**config.mk**
```make
export PLATFORM = sky130hd
export DESIGN_NAME = gdcm_top
export DESIGN_NICKNAME = d
export VERILOG_FILES = /design/src/gdcm_pkg.sv /design/src/gdcm_top.sv /design/src/gdcm_sync.sv /design/src/gdcm_debounce.sv
export SDC_FILE = /design/constraint.sdc
export NUM_CORES = 1
export LEC_CHECK = 0
export BUFFER_PORTS_ARGS = -buffer_cell sky130_fd_sc_hd__buf_2
export CORE_MARGIN = 3
export CORE_UTILIZATION = 50
export CTS_CLUSTER_SIZE = 14
export DETAILED_ROUTE_END_ITERATION = 7
export PLACE_DENSITY = 0.71
export SLEW_MARGIN = 5
export SYNTH_ARGS = -nofsm -noshare
export SYNTH_HDL_FRONTEND = slang
export SYNTH_HIERARCHICAL = 1
export SYNTH_SLANG_ARGS = --single-unit
export TNS_END_PERCENT = 100
```
**constraint.sdc**
```tcl
create_clock -name clk_i -period 15.1 [get_ports clk_i]
set_input_delay 0.755 -clock clk_i [delete_from_list [all_inputs] [get_ports clk_i]]
set_output_delay 0.755 -clock clk_i [all_outputs]
set_load 0.03 [all_outputs]
```
**src/gdcm_pkg.sv**
```systemverilog
// Purpose: Constants for the mode-eleven pin configuration block.
// Assumes: Thirteen pins, one 32-bit APB word per pin configuration.
// Notes:   Configuration word is {debounce, pull-up, pull-down, polarity, direction, function}.
package gdcm_pkg;
  localparam int NPIN = 13;
  localparam int CFGW = 9;
  localparam int ADDRW = 12;
  localparam int DATAW = 32;

  // Configuration word field positions.
  localparam int FN_LSB = 0;
  localparam int FN_MSB = 3;
  localparam int DIR_BIT = 4;
  localparam int CFG_BIT = 5;
  localparam int PD_BIT = 6;
  localparam int PU_BIT = 7;
  localparam int DB_BIT = 8;

  // Function select codes.
  localparam logic [3:0] FN_GPIO = 4'h0;
  localparam logic [3:0] FN_ALT1 = 4'h1;
  localparam logic [3:0] FN_ALT2 = 4'h2;
  localparam logic [3:0] FN_ALT3 = 4'h3;

  // Pins with a dedicated function.
  localparam int PIN_PWRON = 1;
  localparam int PIN_CLK32 = 2;
  localparam int PIN_MR = 4;
  localparam int PIN_CHG = 10;
  localparam int PIN_WAKE = 11;
  localparam int PIN_LSW = 12;

  // Start-up defaults, one word per pin.
  localparam logic [CFGW-1:0] CFG_RST [NPIN] = '{
    9'h130, 9'h111, 9'h123, 9'h130, 9'h1b1, 9'h130, 9'h130,
    9'h130, 9'h130, 9'h130, 9'h123, 9'h132, 9'h103
  };
  localparam logic [DATAW-1:0] DOUT_RST = 32'h0000_0000;

  // Register byte offsets.
  localparam logic [ADDRW-1:0] OFS_PIN_BASE = 12'h000;
  localparam logic [ADDRW-1:0] OFS_DOUT = 12'h040;
  localparam logic [ADDRW-1:0] OFS_DIN = 12'h044;
  localparam logic [ADDRW-1:0] OFS_FSTAT = 12'h048;
  localparam int IDX_LSB = 2;
  localparam int IDX_MSB = 5;

  // Function status bits.
  localparam int FS_MR = 0;
  localparam int FS_WAKE = 1;
  localparam int FS_PWRON = 2;
  localparam int FSW = 3;

  // Debounce filter.
  localparam int DBCW = 16;
  localparam int DB_CYCLES_DEF = 16;

  // High when a polarity bit of 1 means active low for this pin function.
  function automatic logic active_low_fn(input int pin, input logic [3:0] fn);
    active_low_fn = (pin == PIN_MR && fn == FN_ALT1) || (pin == PIN_WAKE && fn == FN_ALT2);
  endfunction
endpackage

```
**src/gdcm_top.sv**
```systemverilog
// Purpose: Pin configuration and function routing, mode-eleven start-up defaults.
// Assumes: APB slave with one wait-free access phase; pins are open to the board.
// Notes:   Pin inputs are synchronised, and debounced where the pin's debounce bit is set, before any use.
//
// Contract
// RULE1 - Pin 10 defaults to open-drain charger indicator
// RULE2 - Pin 12 defaults to CMOS line switch output
// RULE3 - Pin 11 defaults to debounced wake input
// RULE4 - Manual reset polarity bit 1 means active low
// RULE5 - Wake input polarity bit 1 means active low
// RULE6 - Ordinary functions: polarity bit 1 is active high
// RULE7 - Defaults load at start-up; software may overwrite
//
// The register addresses and register access over APB were left to the implementer.
module gdcm_top #(
  parameter int DB_CYCLES = gdcm_pkg::DB_CYCLES_DEF
) (
  // Clock and reset
  input  wire logic                       clk_i,
  input  wire logic                       nrst_i,
  // APB slave
  input  wire logic                       psel_i,
  input  wire logic                       penable_i,
  input  wire logic                       pwrite_i,
  input  wire logic [gdcm_pkg::ADDRW-1:0] paddr_i,
  input  wire logic [gdcm_pkg::DATAW-1:0] pwdata_i,
  output logic      [gdcm_pkg::DATAW-1:0] prdata_o,
  output logic                            pready_o,
  output logic                            pslverr_o,
  // Pins
  input  wire logic [gdcm_pkg::NPIN-1:0]  pin_in_i,
  output logic      [gdcm_pkg::NPIN-1:0]  pin_out_o,
  output logic      [gdcm_pkg::NPIN-1:0]  pin_oe_o,
  output logic      [gdcm_pkg::NPIN-1:0]  pin_pu_o,
  output logic      [gdcm_pkg::NPIN-1:0]  pin_pd_o,
  // Device functions
  input  wire logic                       clk32k_i,
  input  wire logic                       charger_indicator_output_i,
  input  wire logic                       line_switch_output_i,
  output logic                            manual_reset_input_o,
  output logic                            wake_input_o,
  output logic                            power_on_o
);
  localparam int NPIN = gdcm_pkg::NPIN;
  localparam int CFGW = gdcm_pkg::CFGW;
  localparam int DATAW = gdcm_pkg::DATAW;

  // Reset release through two flops.
  logic rst_meta_q;
  logic rst_n_q;

  always_ff @(posedge clk_i or negedge nrst_i)
  begin
    if (!nrst_i)
    begin
      rst_meta_q <= 1'b0;
      rst_n_q    <= 1'b0;
    end
    else
    begin
      rst_meta_q <= 1'b1;
      rst_n_q    <= rst_meta_q;
    end
  end

  // Registers and pin state.
  logic [CFGW-1:0]             pin_cfg_q [NPIN];
  logic [NPIN-1:0]             dout_q;
  logic [NPIN-1:0]             din_q;
  logic [NPIN-1:0]             pin_out_q;
  logic [NPIN-1:0]             pin_oe_q;
  logic                        mr_q;
  logic                        wake_q;
  logic                        pwron_q;
  logic [DATAW-1:0]            prdata_q;
  logic [NPIN-1:0]             in_sync;
  logic [NPIN-1:0]             in_filt;
  logic [NPIN-1:0]             db_en;
  logic [NPIN-1:0]             asserted;
  logic [NPIN-1:0]             out_d;
  logic [NPIN-1:0]             oe_d;
  logic [NPIN-1:0]             pu_w;
  logic [NPIN-1:0]             pd_w;

  // Address decode.
  wire [gdcm_pkg::IDX_MSB-gdcm_pkg::IDX_LSB:0] idx = paddr_i[gdcm_pkg::IDX_MSB:gdcm_pkg::IDX_LSB];
  wire                  in_pin_area = paddr_i[gdcm_pkg::ADDRW-1:gdcm_pkg::IDX_MSB+1]
                                      == gdcm_pkg::OFS_PIN_BASE[gdcm_pkg::ADDRW-1:gdcm_pkg::IDX_MSB+1];
  wire                  hit_pin   = in_pin_area && (32'(idx) < NPIN)
                                    && paddr_i[gdcm_pkg::IDX_LSB-1:0] == 2'h0;
  wire                  hit_dout  = paddr_i == gdcm_pkg::OFS_DOUT;
  wire                  hit_din   = paddr_i == gdcm_pkg::OFS_DIN;
  wire                  hit_fstat = paddr_i == gdcm_pkg::OFS_FSTAT;
  wire                  hit_any   = hit_pin || hit_dout || hit_din || hit_fstat;
  wire                  setup_ph  = psel_i && !penable_i;
  wire                  access_ph = psel_i && penable_i;
  wire                  wr_en     = access_ph && pwrite_i && hit_any;
  wire [3:0]            idx_safe  = hit_pin ? idx : 4'h0;
  wire [gdcm_pkg::FSW-1:0] fstat  = {pwron_q, wake_q, mr_q};
  wire [DATAW-1:0]      rd_word   = hit_pin   ? {{(DATAW-CFGW){1'b0}}, pin_cfg_q[idx_safe]} :
                                    hit_dout  ? {{(DATAW-NPIN){1'b0}}, dout_q} :
                                    hit_din   ? {{(DATAW-NPIN){1'b0}}, din_q} :
                                    hit_fstat ? {{(DATAW-gdcm_pkg::FSW){1'b0}}, fstat} :
                                    32'h0000_0000;

  assign pready_o  = access_ph;
  assign pslverr_o = access_ph && !hit_any;
  assign prdata_o  = prdata_q;

  // Read data is captured in the setup cycle and stands through the access phase.
  always_ff @(posedge clk_i or negedge rst_n_q)
  begin
    if (!rst_n_q)
      prdata_q <= 32'h0000_0000;
    else if (setup_ph && !pwrite_i)
      prdata_q <= rd_word;
  end

  // Configuration words take their defaults at start-up, then follow software writes.
  always_ff @(posedge clk_i or negedge rst_n_q)
  begin
    if (!rst_n_q)
    begin
      for (int i = 0; i < NPIN; i++)
        pin_cfg_q[i] <= gdcm_pkg::CFG_RST[i]; // RULE7 RULE1 RULE2 RULE3
      dout_q <= gdcm_pkg::DOUT_RST[NPIN-1:0];
    end
    else
    begin
      for (int i = 0; i < NPIN; i++)
        if (wr_en && hit_pin && 32'(idx) == i)
          pin_cfg_q[i] <= pwdata_i[CFGW-1:0]; // RULE7
      if (wr_en && hit_dout)
        dout_q <= pwdata_i[NPIN-1:0];
    end
  end

  // Pin input conditioning.
  gdcm_sync #(
    .W (NPIN)
  ) u_sync (
    .clk_i  (clk_i),
    .rst_ni (rst_n_q),
    .d_i    (pin_in_i),
    .q_o    (in_sync)
  );

  gdcm_debounce #(
    .W     (NPIN),
    .LIMIT (DB_CYCLES)
  ) u_debounce (
    .clk_i  (clk_i),
    .rst_ni (rst_n_q),
    .en_i   (db_en),
    .d_i    (in_sync),
    .q_o    (in_filt)
  );

  // Per-pin routing and polarity.
  for (genvar i = 0; i < NPIN; i++)
  begin : g_pin
    wire [3:0] fn   = pin_cfg_q[i][gdcm_pkg::FN_MSB:gdcm_pkg::FN_LSB];
    wire       dir  = pin_cfg_q[i][gdcm_pkg::DIR_BIT];
    wire       pcfg = pin_cfg_q[i][gdcm_pkg::CFG_BIT];
    wire       inv  = gdcm_pkg::active_low_fn(i, fn);
    wire       alt3 = fn == gdcm_pkg::FN_ALT3;
    wire       drv  = (i == gdcm_pkg::PIN_CLK32 && alt3) ? clk32k_i :
                      (i == gdcm_pkg::PIN_CHG && alt3)   ? charger_indicator_output_i : // RULE1
                      (i == gdcm_pkg::PIN_LSW && alt3)   ? line_switch_output_i :       // RULE2
                      dout_q[i];
    // Direction 0 drives; polarity bit 1 on an output selects open drain.
    assign out_d[i]    = !dir && !pcfg && drv;          // RULE2
    assign oe_d[i]     = !dir && (pcfg ? !drv : 1'b1);  // RULE1
    // A polarity bit equal to the inversion flag means active low.
    assign asserted[i] = in_filt[i] ^ (pcfg == inv);    // RULE4 RULE5 RULE6
    assign db_en[i]    = pin_cfg_q[i][gdcm_pkg::DB_BIT];
    assign pu_w[i]     = pin_cfg_q[i][gdcm_pkg::PU_BIT];
    assign pd_w[i]     = pin_cfg_q[i][gdcm_pkg::PD_BIT];
  end

  wire [3:0] fn_mr    = pin_cfg_q[gdcm_pkg::PIN_MR][gdcm_pkg::FN_MSB:gdcm_pkg::FN_LSB];
  wire [3:0] fn_wake  = pin_cfg_q[gdcm_pkg::PIN_WAKE][gdcm_pkg::FN_MSB:gdcm_pkg::FN_LSB];
  wire [3:0] fn_pwron = pin_cfg_q[gdcm_pkg::PIN_PWRON][gdcm_pkg::FN_MSB:gdcm_pkg::FN_LSB];
  wire       mr_d     = fn_mr == gdcm_pkg::FN_ALT1
                        && pin_cfg_q[gdcm_pkg::PIN_MR][gdcm_pkg::DIR_BIT]
                        && asserted[gdcm_pkg::PIN_MR];    // RULE4
  wire       wake_d   = fn_wake == gdcm_pkg::FN_ALT2
                        && pin_cfg_q[gdcm_pkg::PIN_WAKE][gdcm_pkg::DIR_BIT]
                        && asserted[gdcm_pkg::PIN_WAKE];  // RULE3 RULE5
  wire       pwron_d  = fn_pwron == gdcm_pkg::FN_ALT1
                        && pin_cfg_q[gdcm_pkg::PIN_PWRON][gdcm_pkg::DIR_BIT]
                        && asserted[gdcm_pkg::PIN_PWRON];

  always_ff @(posedge clk_i or negedge rst_n_q)
  begin
    if (!rst_n_q)
    begin
      pin_out_q <= '0;
      pin_oe_q  <= '0;
      din_q     <= '0;
      mr_q      <= 1'b0;
      wake_q    <= 1'b0;
      pwron_q   <= 1'b0;
    end
    else
    begin
      pin_out_q <= out_d;
      pin_oe_q  <= oe_d;
      din_q     <= asserted;
      mr_q      <= mr_d;
      wake_q    <= wake_d;
      pwron_q   <= pwron_d;
    end
  end

  assign pin_out_o            = pin_out_q;
  assign pin_oe_o             = pin_oe_q;
  assign pin_pu_o             = pu_w;
  assign pin_pd_o             = pd_w;
  assign manual_reset_input_o = mr_q;
  assign wake_input_o         = wake_q;
  assign power_on_o           = pwron_q;

  // Checks.
  wire       chg_od  = pin_cfg_q[gdcm_pkg::PIN_CHG] == gdcm_pkg::CFG_RST[gdcm_pkg::PIN_CHG];
  wire       lsw_cm  = pin_cfg_q[gdcm_pkg::PIN_LSW] == gdcm_pkg::CFG_RST[gdcm_pkg::PIN_LSW];
  wire       mr_sel  = fn_mr == gdcm_pkg::FN_ALT1 && pin_cfg_q[gdcm_pkg::PIN_MR][gdcm_pkg::DIR_BIT];
  wire       wk_sel  = fn_wake == gdcm_pkg::FN_ALT2 && pin_cfg_q[gdcm_pkg::PIN_WAKE][gdcm_pkg::DIR_BIT];
  wire [3:0] fn_p0   = pin_cfg_q[0][gdcm_pkg::FN_MSB:gdcm_pkg::FN_LSB];

  chg_default_a: assert property (@(posedge clk_i) disable iff (!rst_n_q) // RULE1
    $rose(rst_n_q) |-> pin_cfg_q[gdcm_pkg::PIN_CHG] == 9'h123)
    else $error("charger pin default wrong");

  chg_drain_a: assert property (@(posedge clk_i) disable iff (!rst_n_q) // RULE1
    (chg_od && $stable(chg_od)) |=> !pin_out_o[gdcm_pkg::PIN_CHG]
      && pin_oe_o[gdcm_pkg::PIN_CHG] == !$past(charger_indicator_output_i))
    else $error("charger pin not open drain");

  lsw_cmos_a: assert property (@(posedge clk_i) disable iff (!rst_n_q) // RULE2
    lsw_cm |=> pin_oe_o[gdcm_pkg::PIN_LSW]
      && pin_out_o[gdcm_pkg::PIN_LSW] == $past(line_switch_output_i))
    else $error("line switch pin not CMOS output");

  wake_default_a: assert property (@(posedge clk_i) disable iff (!rst_n_q) // RULE3
    $rose(rst_n_q) |-> pin_cfg_q[gdcm_pkg::PIN_WAKE] == 9'h132
      && pin_cfg_q[gdcm_pkg::PIN_LSW] == 9'h103)
    else $error("wake or line switch pin default wrong");

  mr_low_a: assert property (@(posedge clk_i) disable iff (!rst_n_q) // RULE4
    (mr_sel && pin_cfg_q[gdcm_pkg::PIN_MR][gdcm_pkg::CFG_BIT] && $stable(in_filt))
      |=> manual_reset_input_o == !$past(in_filt[gdcm_pkg::PIN_MR]))
    else $error("manual reset polarity wrong");

  wake_low_a: assert property (@(posedge clk_i) disable iff (!rst_n_q) // RULE5
    (wk_sel && pin_cfg_q[gdcm_pkg::PIN_WAKE][gdcm_pkg::CFG_BIT] && $stable(in_filt))
      |=> wake_input_o == !$past(in_filt[gdcm_pkg::PIN_WAKE]))
    else $error("wake polarity wrong");

  gpio_high_a: assert property (@(posedge clk_i) disable iff (!rst_n_q) // RULE6
    (fn_p0 == gdcm_pkg::FN_GPIO) |=> din_q[0] == ($past(in_filt[0]) ^ !$past(pin_cfg_q[0][gdcm_pkg::CFG_BIT])))
    else $error("ordinary pin polarity wrong");

  cfg_write_a: assert property (@(posedge clk_i) disable iff (!rst_n_q) // RULE7
    (wr_en && hit_pin && idx == 4'ha) |=> pin_cfg_q[gdcm_pkg::PIN_CHG] == $past(pwdata_i[CFGW-1:0]))
    else $error("configuration write lost");

  mr_asserted_c: cover property (@(posedge clk_i) disable iff (!rst_n_q) $rose(manual_reset_input_o));
  wake_asserted_c: cover property (@(posedge clk_i) disable iff (!rst_n_q) $rose(wake_input_o));
  cfg_rewrite_c: cover property (@(posedge clk_i) disable iff (!rst_n_q) wr_en && hit_pin);
  bad_addr_c: cover property (@(posedge clk_i) disable iff (!rst_n_q) pslverr_o);
endmodule

```
**src/gdcm_sync.sv**
```systemverilog
// Purpose: Two-flop synchroniser for a vector of pin levels.
// Assumes: Each bit is independent; no bus coherency is needed.
// Notes:   The first stage feeds only the second stage.
module gdcm_sync #(
  parameter int W = 1
) (
  // Clock and reset
  input  wire logic         clk_i,
  input  wire logic         rst_ni,
  // Data
  input  wire logic [W-1:0] d_i,
  output logic      [W-1:0] q_o
);
  logic [W-1:0] meta_q;
  logic [W-1:0] sync_q;

  always_ff @(posedge clk_i or negedge rst_ni)
  begin
    if (!rst_ni)
    begin
      meta_q <= '0;
      sync_q <= '0;
    end
    else
    begin
      meta_q <= d_i;
      sync_q <= meta_q;
    end
  end

  assign q_o = sync_q;
endmodule

```
**src/gdcm_debounce.sv**
```systemverilog
// Purpose: Per-bit debounce filter with per-bit enable.
// Assumes: Inputs are already synchronous to clk_i.
// Notes:   A level must hold LIMIT cycles before it passes; disabled bits pass at once.
module gdcm_debounce #(
  parameter int W = 1,
  parameter int LIMIT = 16
) (
  // Clock and reset
  input  wire logic         clk_i,
  input  wire logic         rst_ni,
  // Data
  input  wire logic [W-1:0] en_i,
  input  wire logic [W-1:0] d_i,
  output logic      [W-1:0] q_o
);
  localparam logic [gdcm_pkg::DBCW-1:0] CNT_TOP = gdcm_pkg::DBCW'(LIMIT - 1);

  logic [gdcm_pkg::DBCW-1:0] cnt_q [W];
  logic [W-1:0]              lvl_q;

  always_ff @(posedge clk_i or negedge rst_ni)
  begin
    if (!rst_ni)
    begin
      lvl_q <= '0;
      for (int i = 0; i < W; i++)
        cnt_q[i] <= '0;
    end
    else
    begin
      for (int i = 0; i < W; i++)
      begin
        if (!en_i[i] || d_i[i] == lvl_q[i])
        begin
          lvl_q[i] <= d_i[i];
          cnt_q[i] <= '0;
        end
        else if (cnt_q[i] >= CNT_TOP)
        begin
          lvl_q[i] <= d_i[i];
          cnt_q[i] <= '0;
        end
        else
          cnt_q[i] <= cnt_q[i] + 1'b1;
      end
    end
  end

  assign q_o = lvl_q;
endmodule

```
# == Yosys cells after proc, flatten, opt, wreduce, memory -nomap -nowiden ==
# Cells that the tools add are included.
# word_totals
wordCells,371
ff_bits,453
# op_classes
add_sub_neg,13
n_mux,76
n_lt_le_gt_ge,15
n_eq_ne,36
reduce_logical,155
bitwise_logic,25
# op_table
cell,count
$mux W16,26
$add A16 B1 Y16 const B,13
$ge A16 B4 Y1 const B,13
$logic_and A1 B1 Y1,68
$logic_not A1 Y1,55
$mux W1,42
$mux W13,3
$bmux W9 S4,1
$eq A12 B7 Y1 const B,3
$reduce_bool A2 Y1,13
$eq A4 B2 Y1 const B,6
$eq A4 B4 Y1 const B,5
$mux W9,2
$eq A4 B3 Y1 const B,4
$logic_or A1 B1 Y1,16
$eq A1 B1 Y1,15
$xor A1 B1 Y1,13
$eq A4 B1 Y1 const B,3
$not A1 Y1,11
$logic_not A6 Y1,1
$ge A5 B5 Y1 const B,1
$not A4 Y5,1
$logic_not A4 Y1,1
$lt A4 B4 Y1 const B,1
3 further kinds,3

# == Depth between registers and ports, before layout ==
# Gate-level depths: netlist (run 1).
# depth
ltp_word,9
depth_mapped,8
ltp_nobuf,5

# == Hierarchy ==
# The synthesis (run 1) kept the hierarchy.
# by_module_without_submodules
module,n_inst,cells_each,area_each_um2,seq_area_each_um2
gdcm_top,1,678,8767.2,4734.5
gdcm_debounce,1,456,7453.4,5530.3
gdcm_sync,1,26,650.6,650.6

# == Least setup slack after synthesis (run 1) ==
# OpenSTA, ideal clock, no wires.
# synth_path
path_kind,input port to output port
start,input port paddr_i[3] (netlist bit)
end,output port pslverr_o
stages,7
required_time_ns,14.345
arrival_time_ns,2.260
path_slack_ns,12.085
path_buffers,4
cell_sequence,buf_2 buf_2 buf_2 buf_1 a21oi_1 nor2_1 o21a_1
# synth_via
elab_chain_len,8
# synth_lines
item,line_no,rtl
"start, declared",gdcm_top.sv:25,"input wire logic [gdcm_pkg::ADDRW-1:0] paddr_i,"
$lt A4 B4 Y1,gdcm_top.sv:89,wire hit_pin = in_pin_area && (32'(idx) < NPIN)
$logic_and A1 B1 Y1,gdcm_top.sv:89,
$logic_and A1 B1 Y1,gdcm_top.sv:90,&& paddr_i[gdcm_pkg::IDX_LSB-1:0] == 2'h0;
$logic_or A1 B1 Y1 (2 in series),gdcm_top.sv:94,wire hit_any = hit_pin || hit_dout || hit_din || hit_fstat;
$logic_or A1 B1 Y1 (*),gdcm_top.sv:94,
$logic_not A1 Y1 (*),gdcm_top.sv:107,assign pslverr_o = access_ph && !hit_any;
$logic_and A1 B1 Y1 (*),gdcm_top.sv:107,
"end, declared",gdcm_top.sv:29,"output logic pslverr_o,"
# Mark *: on every way between the ends. The rest lies on a longest branch, timed or not.

# == Worst setup path in the final report (run 1) ==
# layout_path
start,input port paddr_i[2] (netlist bit)
end,register pin_cfg_q (netlist bit pin_pd_o[6])
# layout_via
elab_chain_len,9
# layout_lines
item,line_no,rtl
$lt A4 B4 Y1,gdcm_top.sv:89,
$logic_and A1 B1 Y1,gdcm_top.sv:89,
$logic_and A1 B1 Y1,gdcm_top.sv:90,
$logic_or A1 B1 Y1 (3 in series),gdcm_top.sv:94,
$logic_and A1 B1 Y1,gdcm_top.sv:97,wire wr_en = access_ph && pwrite_i && hit_any;
$logic_and A1 B1 Y1,gdcm_top.sv:131,if (wr_en && hit_pin && 32'(idx) == i)
$logic_and A1 B1 Y1 (*),gdcm_top.sv:131,
"end signal, assigned by index",gdcm_top.sv:125,pin_cfg_q[i] <= gdcm_pkg::CFG_RST[i];
"end signal, assigned by index",gdcm_top.sv:132,pin_cfg_q[i] <= pwdata_i[CFGW-1:0];
"end, declared",gdcm_top.sv:67,logic [CFGW-1:0] pin_cfg_q [NPIN];
# Marked as above.
# A chain may end at the register's enable or synchronous reset.

==> qor.yml, run 1 <==
antenna_found_initial: 4
hold_path_class: "input port to register"
die_width_um: 190
fillers: 2612
tns_ns: 0
path_cells: "buf_2 > buf_4 > nor2_1 > o2111a_1 > nand4b_1 > nor2_2 > mux2_2"
cts_buffers: 44
timing.rr.start: "rst_n_q$_DFF_PN0_"
busiest_layer: "met2"
grt_pass1_wl_um: 58000
htree_levels: 2
hold_path_depth: 1
layout_commonest_cell: "dfrtp_1"
synth.distinct_cells: 67
hold_viol: 0
arrival_ns: 4.21
drive_gt1_frac: 0.301
drc: 0
grt_max_degree: 94
skew_ns: 0.0167
grt_util_met1: 0.296
rows: 66
core_mm2: 0.0329
tightest_slew_ns: 1.18
p_clk_frac: 0.456
setup.worst_path.class: "input port to register"
yosysWarnings: 6
syn2layout_area_growth_pct: 18.0
rsz0062_at_grt: "no"
die-area_mm2: 0.0360
synthFlopType: "dfrtp_1"
cts_buffer_depth: 3
syn_area_mm2: 0.0169
critPathSlowestCell: "o2111a_1"
met3_usage: 0.0521
clock_sinks: 434
switching_share: 0.217
grt.overflow.total: 0
grt_pass1_vias: 10000
cts_tree: "yes"
period_share: 0.251
start_util: 0.513
period_needed_ns: 3.79
power.switching_mw: 0.524
slew_viol_final: 0
seqPwrFrac: 0.503
slowest_delay_ns: 0.74
fmax_mhz: 264
power.density_mw_per_mm2: 121
synth_seq_cells: 434
reg2reg_slack_ns: 12.42
cts_setup_buffers: 0
use_met2: 0.321
outcome: "finished, final reports clean"
crit_required_ns: 15.52
drt_wl_total_um: 37100
viasPerCell: 5.21
whs_endpoint: "u_sync/meta_q[2]$_DFF_PN0_"
comb_power_share: 0.041
vias: 10000
die_h_um: 190
finalSetupViolations: 0
seq_area_frac_synth: 0.647
crit_fanout: 38
fin_cells: 1926
dr.pass1.iters: 5
hpwl_um: 25000
p_int_mw: 1.89
finalPower_mw: 2.42
async_reset_ff_frac: 1.00
drtIter0Drc: 784
start_kind: "input port"
gp_congestion: 0.893
syn_inst: 1160
numPortBuffers: 115
ant_nets: 0
peakVddDrop_uv: 80.7
placed_cells: 1844
fin_nets: 1527
hold-worst-slack_ns: 0.318
grt_usage: 0.210
post_synth.cell_area_avg_um2: 14.5
most-common-layout-cells: "dfrtp_1 (389), conb_1 (176), mux2_2 (127), buf_2 (115), nor2_1 (103)"
io_pins: 154
reg2regPathDepth: 2
p_leak_nw: 9.21
insertion_delay_ns: 0.54
min-delay-start: "pin_in_i[2]"
maxCapViolCount: 0
regToRegEndpoint: "u_debounce/cnt_q[84]$_DFF_PN0_"
slew_headroom: 0.215
wl_per_cell_um: 19.3
cp-end-kind: "register"
synth_edf_count: 0
cts_root_buf: "clkbuf_16"
path_clk_slew_ns: 0.06
-- through the flow --
step	instance area, µm²	setup WS (ns)	util
2_1_floorplan	17500	2.18	-
3_3_place_gp	18400	10.92	0.560
3_5_place_dp	18400	10.89	0.560
4_1_cts	19900	11.42	0.606
5_1_grt	19900	11.21	0.606
6_report	19900	11.31	0.606
-- worst max path at each step --
stage | startpoint | endpoint | cells past startpoint
global placement | paddr_i[2] | pin_pu_o[6]$_DFFE_PN0P_ | 7
floorplan | rst_n_q$_DFF_PN0_ | din_q[0]$_DFF_PN0_ | 0
CTS | paddr_i[2] | pin_pd_o[6]$_DFFE_PN0P_ | 7
global route | paddr_i[2] | pin_pd_o[6]$_DFFE_PN0P_ | 7
detailed placement | paddr_i[2] | pin_pd_o[6]$_DFFE_PN0P_ | 7
finish | paddr_i[2] | pin_pd_o[6]$_DFFE_PN0P_ | 7
-- sequential cells by signal, summed over array words and instances (netlist names), 4 cells and up --
register          flops
din_q                13
fn_pwron              4
g_pin.pcfg           13
fn_p0                 4
prdata_o             13
u_debounce/cnt_q    208
dout_q               13
g_pin.fn             36
db_en                13
u_debounce/q_o       13
pin_pu_o             13
fn_mr                 4
g_pin.dir            13
pin_out_o            13
pin_pd_o             13
u_sync/q_o           13
pin_oe_o             13
fn_wake               4
u_sync/meta_q        13
-- cell families after synthesis --
family	after synthesis	share of synthesized area
DFF	434	0.647
and+or+nand+nor	290	0.117
muxes	185	0.131
AOI/OAI and AO/OA	110	0.0454
buffers and inverters	71	0.0217
xor gates and xnor gates	54	0.0280
adders and majority gates	13	0.00964
other	3	0.000667
-- power groups by stage --
stage / sequential (mW) / combinational (mW) / clock (mW)
6_report: 1.22 / 0.0999 / 1.10
5_1_grt: 1.22 / 0.111 / 1.18
4_1_cts: 1.22 / 0.100 / 1.12
3_5_place_dp: 1.24 / 0.0994 / 0
3_3_place_gp: 1.24 / 0.0980 / 0
2_1_floorplan: 1.25 / 0.0538 / 0
-- area by class of cell --
cell class,count,area [µm²],area share
well taps,442,553,0.0278
flip-flops and latches,434,10900,0.549
clock buffers,68,1280,0.0644
diodes,1,2.50,0.000126
multi-input cells,828,6240,0.313
repair buffers,125,653,0.0328
inverters,16,60.1,0.00302
clock inverters,12,195,0.00981
-- worst max-delay path: cells and delay by family --
kind                   cells  cell delay, ns
buffers and inverters      2            0.69
AOI/OAI and AO/OA          1            0.74
muxes                      1            0.42
and+or+nand+nor            3            1.56
-- Yosys cell counts (6+ instances only) --
cell type,instances,area [µm²]
a21oi_1,20,100
a221oi_1,6,52.6
a22oi_1,7,52.6
a2bb2oi_1,6,52.6
a31oi_1,17,106
and3_2,13,97.6
buf_2,10,50.1
buf_4,21,158
clkbuf_1,21,78.8
dfrtp_1,390,9760
dfstp_2,44,1160
ha_1,13,163
inv_1,16,60.1
mux2_2,127,1430
mux2_4,13,195
mux2i_1,31,310
mux4_2,10,225
nand2_1,22,82.6
nand3_1,22,110
nand4_4,13,277
nor2_1,103,387
nor2_2,8,50.1
nor2b_1,9,56.3
nor3_1,19,95.1
nor3b_1,11,82.6
nor4_1,18,113
nor4_4,15,319
o21ai_0,19,95.1
o31ai_1,6,45.0
xnor2_1,39,342
xor2_1,15,131
-- what timing repair did --
item | 4_1_cts | 5_1_grt
gates resized for setup | 0 | 0
hold buffers | 1 | 0
endpoints found under the hold margin | 2 | 0
-- routing by layer --
metal	wire (µm)	up-vias	part of all wire
met4	1020	6	0.027
met5	41	-	0.0011
li1	-	4524	-
met2	17200	370	0.46
met3	3000	71	0.081
met1	15800	5064	0.43
(Power assumes the default switching activity.)
==> run 2: changes to the inputs <==
--- a/config.mk
+++ b/config.mk
@@ -5,6 +5,7 @@
 export SDC_FILE = /design/constraint.sdc
 export NUM_CORES = 1
 export LEC_CHECK = 0
+export ABC_AREA = 1
 export BUFFER_PORTS_ARGS = -buffer_cell sky130_fd_sc_hd__buf_2
 export CORE_MARGIN = 3
 export CORE_UTILIZATION = 50
==> constraint.sdc (replaced) <==
create_clock -name clk_i -period 3.85 [get_ports clk_i]
set_input_delay 0.1925 -clock clk_i [delete_from_list [all_inputs] [get_ports clk_i]]
set_output_delay 0.1925 -clock clk_i [all_outputs]
set_load 0.03 [all_outputs]
==> run 2 against run 1 <==
Cell count grew 35%. Total power grew to 3.9 times the previous value. Wire length grew 12%. Combinational power grew to 3.5 times the previous value. Largest cell class unchanged. Sequential share of layout area shrank 2.4 points. Register-to-register slack lost 10 ns. Core utilization grew 0.56 points.
==> qor.yml, run 2 <==
arrival_ns: 2.88  # -1.33 ns
outcome: "finished, final reports clean"
crit_top_cell: "nand2_1"
slowest_delay_ns: 0.60  # -0.14 ns
cts_buffers: 44  # unchanged
synth.most_common_cell: "nand2_1"
hold_viol: 0  # unchanged
placed_cell_area_mm2: 0.0191  # +3.6%
cts_tree: "yes"
critPathSlowestCell: "nand2_1"
rsz0062_at_grt: "no"
hpwl_um: 28700  # +15%
setup_ws_ns: 1.40  # -9.91 ns
slew_viol_final: 0  # unchanged
synth_simple_gate_area_frac: 0.228  # +0.112
drtIter0Drc: 1201  # +53%
synthFlopType: "dfrtp_1"
synth_fa_ha_area_frac: 0.00929  # -0.000356
hold-worst-slack_ns: 0.0410  # -0.277 ns
rows: 67  # +1.5%
numPortBuffers: 115  # unchanged
cts_buffer_depth: 3  # unchanged
maxCapViolCount: 0  # unchanged
peakVddDrop_uv: 337  # +320%
drt_wl_total_um: 41600  # +12%
htree_levels: 2  # unchanged
synth_seq_cells: 434  # unchanged
largest_reg_flops: 208  # unchanged
syn2layout_area_growth_pct: 18.7
insertion_delay_ns: 0.56  # +0.02 ns
start_kind: "input port"
synth_edf_count: 0  # unchanged
gp_congestion: 0.954  # +6.7%
setup.worst_path.class: "input port to register"
drc: 0  # unchanged
start_util: 0.515  # +0.00138
clock_sinks: 434  # unchanged
skew_ns: 0.0197  # +0.00299 ns
grt.overflow.total: 0  # unchanged
synth-xor-area-share: 0.0205  # -0.00753
pre_cts_slack_ns: 0.907  # -9.99 ns
synth_compound_area_frac: 0.0542  # +0.00882
path_buf_inv: 2  # unchanged
cp-end-kind: "register"
finalSetupViolations: 0  # unchanged
top_register: "u_debounce/cnt_q"
drive_gt1_frac: 0.161  # -0.139
tightest_slew_ns: 0.906  # -0.272 ns
wl_per_cell_um: 16.1  # -17%
grt_pass1_vias: 12600  # +26%
path_cells: "buf_2 > nor2_4 > nor2_1 > nor2_2 > nand2_1 > nand3_1 > and2b_4 > buf_4 > nand2_1 > nand2_1 > nand2_1"
p_leak_nw: 10.5  # +13%
crit_required_ns: 4.28  # -11.24 ns
dr.pass1.iters: 5  # unchanged
async_reset_ff_frac: 1.00  # unchanged
crit_family: "simple AND/OR/NAND/NOR gates"
antenna_found_initial: 3  # -1
yosysWarnings: 6  # unchanged
path_clk_slew_ns: 0.06  # about the same
hold_path_class: "input port to register"
fmax_mhz: 408
most-common-layout-cells: "nand2_1 (464), dfrtp_1 (389), nor2_1 (188), conb_1 (176), inv_1 (145)"
seq_area_frac_synth: 0.623  # -0.0239
tns_ns: 0  # unchanged
viasPerCell: 4.96  # -4.7%
yosysTopAreaCell: "dfrtp_1"
core_mm2: 0.0340  # +3.6%
grt_max_degree: 136  # +45%
power.density_mw_per_mm2: 454  # +270%
period_needed_ns: 2.45
synth_top_area_frac: 0.557  # -0.0214
die_width_um: 193  # +1.8%
ant_nets: 0  # unchanged
synth_top_family_by_area: "simple AND/OR/NAND/NOR gates"
syn_inst: 1808  # +56%
cts_root_buf: "clkbuf_16"
placed_cells: 2490  # +35%
die-area_mm2: 0.0373  # +3.7%
crit_fanout: 14  # -63%
synth.area.top_cells: "dfrtp_1 (56%), nand2_1 (9.9%), dfstp_2 (6.6%)"
netlist_top_cells_count: "nand2_1 (464), dfrtp_1 (390), nor2_1 (189), inv_1 (145), nand3_1 (93)"
io_pins: 154  # unchanged
post_synth.cell_area_avg_um2: 9.69  # -33%
grt_pass1_wl_um: 66400  # +15%
vias: 12900  # +28%
layout_commonest_cell: "nand2_1"
syn_area_mm2: 0.0175  # +3.8%
slew_headroom: 0.394  # +0.180
grt_usage: 0.230  # +0.0206
fin_cells: 2594  # +35%
die_h_um: 193  # +1.8%
period_share: 0.636
synthMuxAreaShare: 0.00114  # -0.130
fin_nets: 2187  # +43%
final_area_mm2: 0.0208  # +4.5%
synth.distinct_cells: 38  # -43%
## run 2: layer usage
layer  global-route usage  wire length (µm)  vias to the layer above
li1                     -                 -                     6139
met3               0.0510              3340                      101
met1                0.310             17100                     6162
met4               0.0840              1360                        4
met2                0.371             19800                      470
met5                    0                23                        -
## run 2: repair_timing
action                    in CTS  in global routing
gates resized for setup        0                  0
hold buffers                  21                  0
hold endpoints to repair      21                  0
buffers inserted               0                  0
## run 2: layout make-up
type / count / area, µm²
Inverter: 175 / 657
Tap cell: 448 / 561
Timing Repair Buffer: 159 / 983
Clock inverter: 14 / 165
Multi-Input combinational cell: 1295 / 6160
Sequential cell: 434 / 10900
Clock buffer: 67 / 1350
Antenna cell: 2 / 5.00
Fill cell: 2938 / 13200
## run 2: report_power, final
part | internal, mW | leakage [nW] | switching [mW]
clock | 2.63 | 0.745 | 1.72
combinational | 0.0857 | 4.55 | 0.264
sequential | 4.68 | 5.15 | 0.0592
## run 2: worst paths after layout
kind,slack (ns),end,cells after the start,start
worst max-delay path,1.40,dout_q[8]$_DFFE_PN0P_,11,paddr_i[3]
worst min-delay path,0.04,g_pin[12].fn[0]$_DFFE_PN1P_,3,pwdata_i[0]
worst max register to register,2.39,u_debounce/cnt_q[76]$_DFF_PN0_,1,rst_n_q$_DFF_PN0_
worst min register to register,0.33,pin_out_o[2]$_DFF_PN0_,0,rst_n_q$_DFF_PN0_
max in group asynchronous,2.39,u_debounce/cnt_q[76]$_DFF_PN0_,1,rst_n_q$_DFF_PN0_
min in group asynchronous,0.33,pin_out_o[2]$_DFF_PN0_,0,rst_n_q$_DFF_PN0_
## run 2: metrics by stage
step,util,total power [mW]
floorplan,-,5.04
global placement,0.560,5.14
detailed placement,0.560,5.15
CTS,0.611,9.54
global route,0.611,9.80
finish,0.611,9.44
## run 2: cell families after synthesis
group / count (synthesis)
AND/OR/NAND/NOR: 884
flip-flops: 434
buffers and inverters: 252
AO/OA/AOI/OAI: 179
multiplexers: 2
adder cells (fa/ha/maj): 13
other: 3
XOR/XNOR: 41
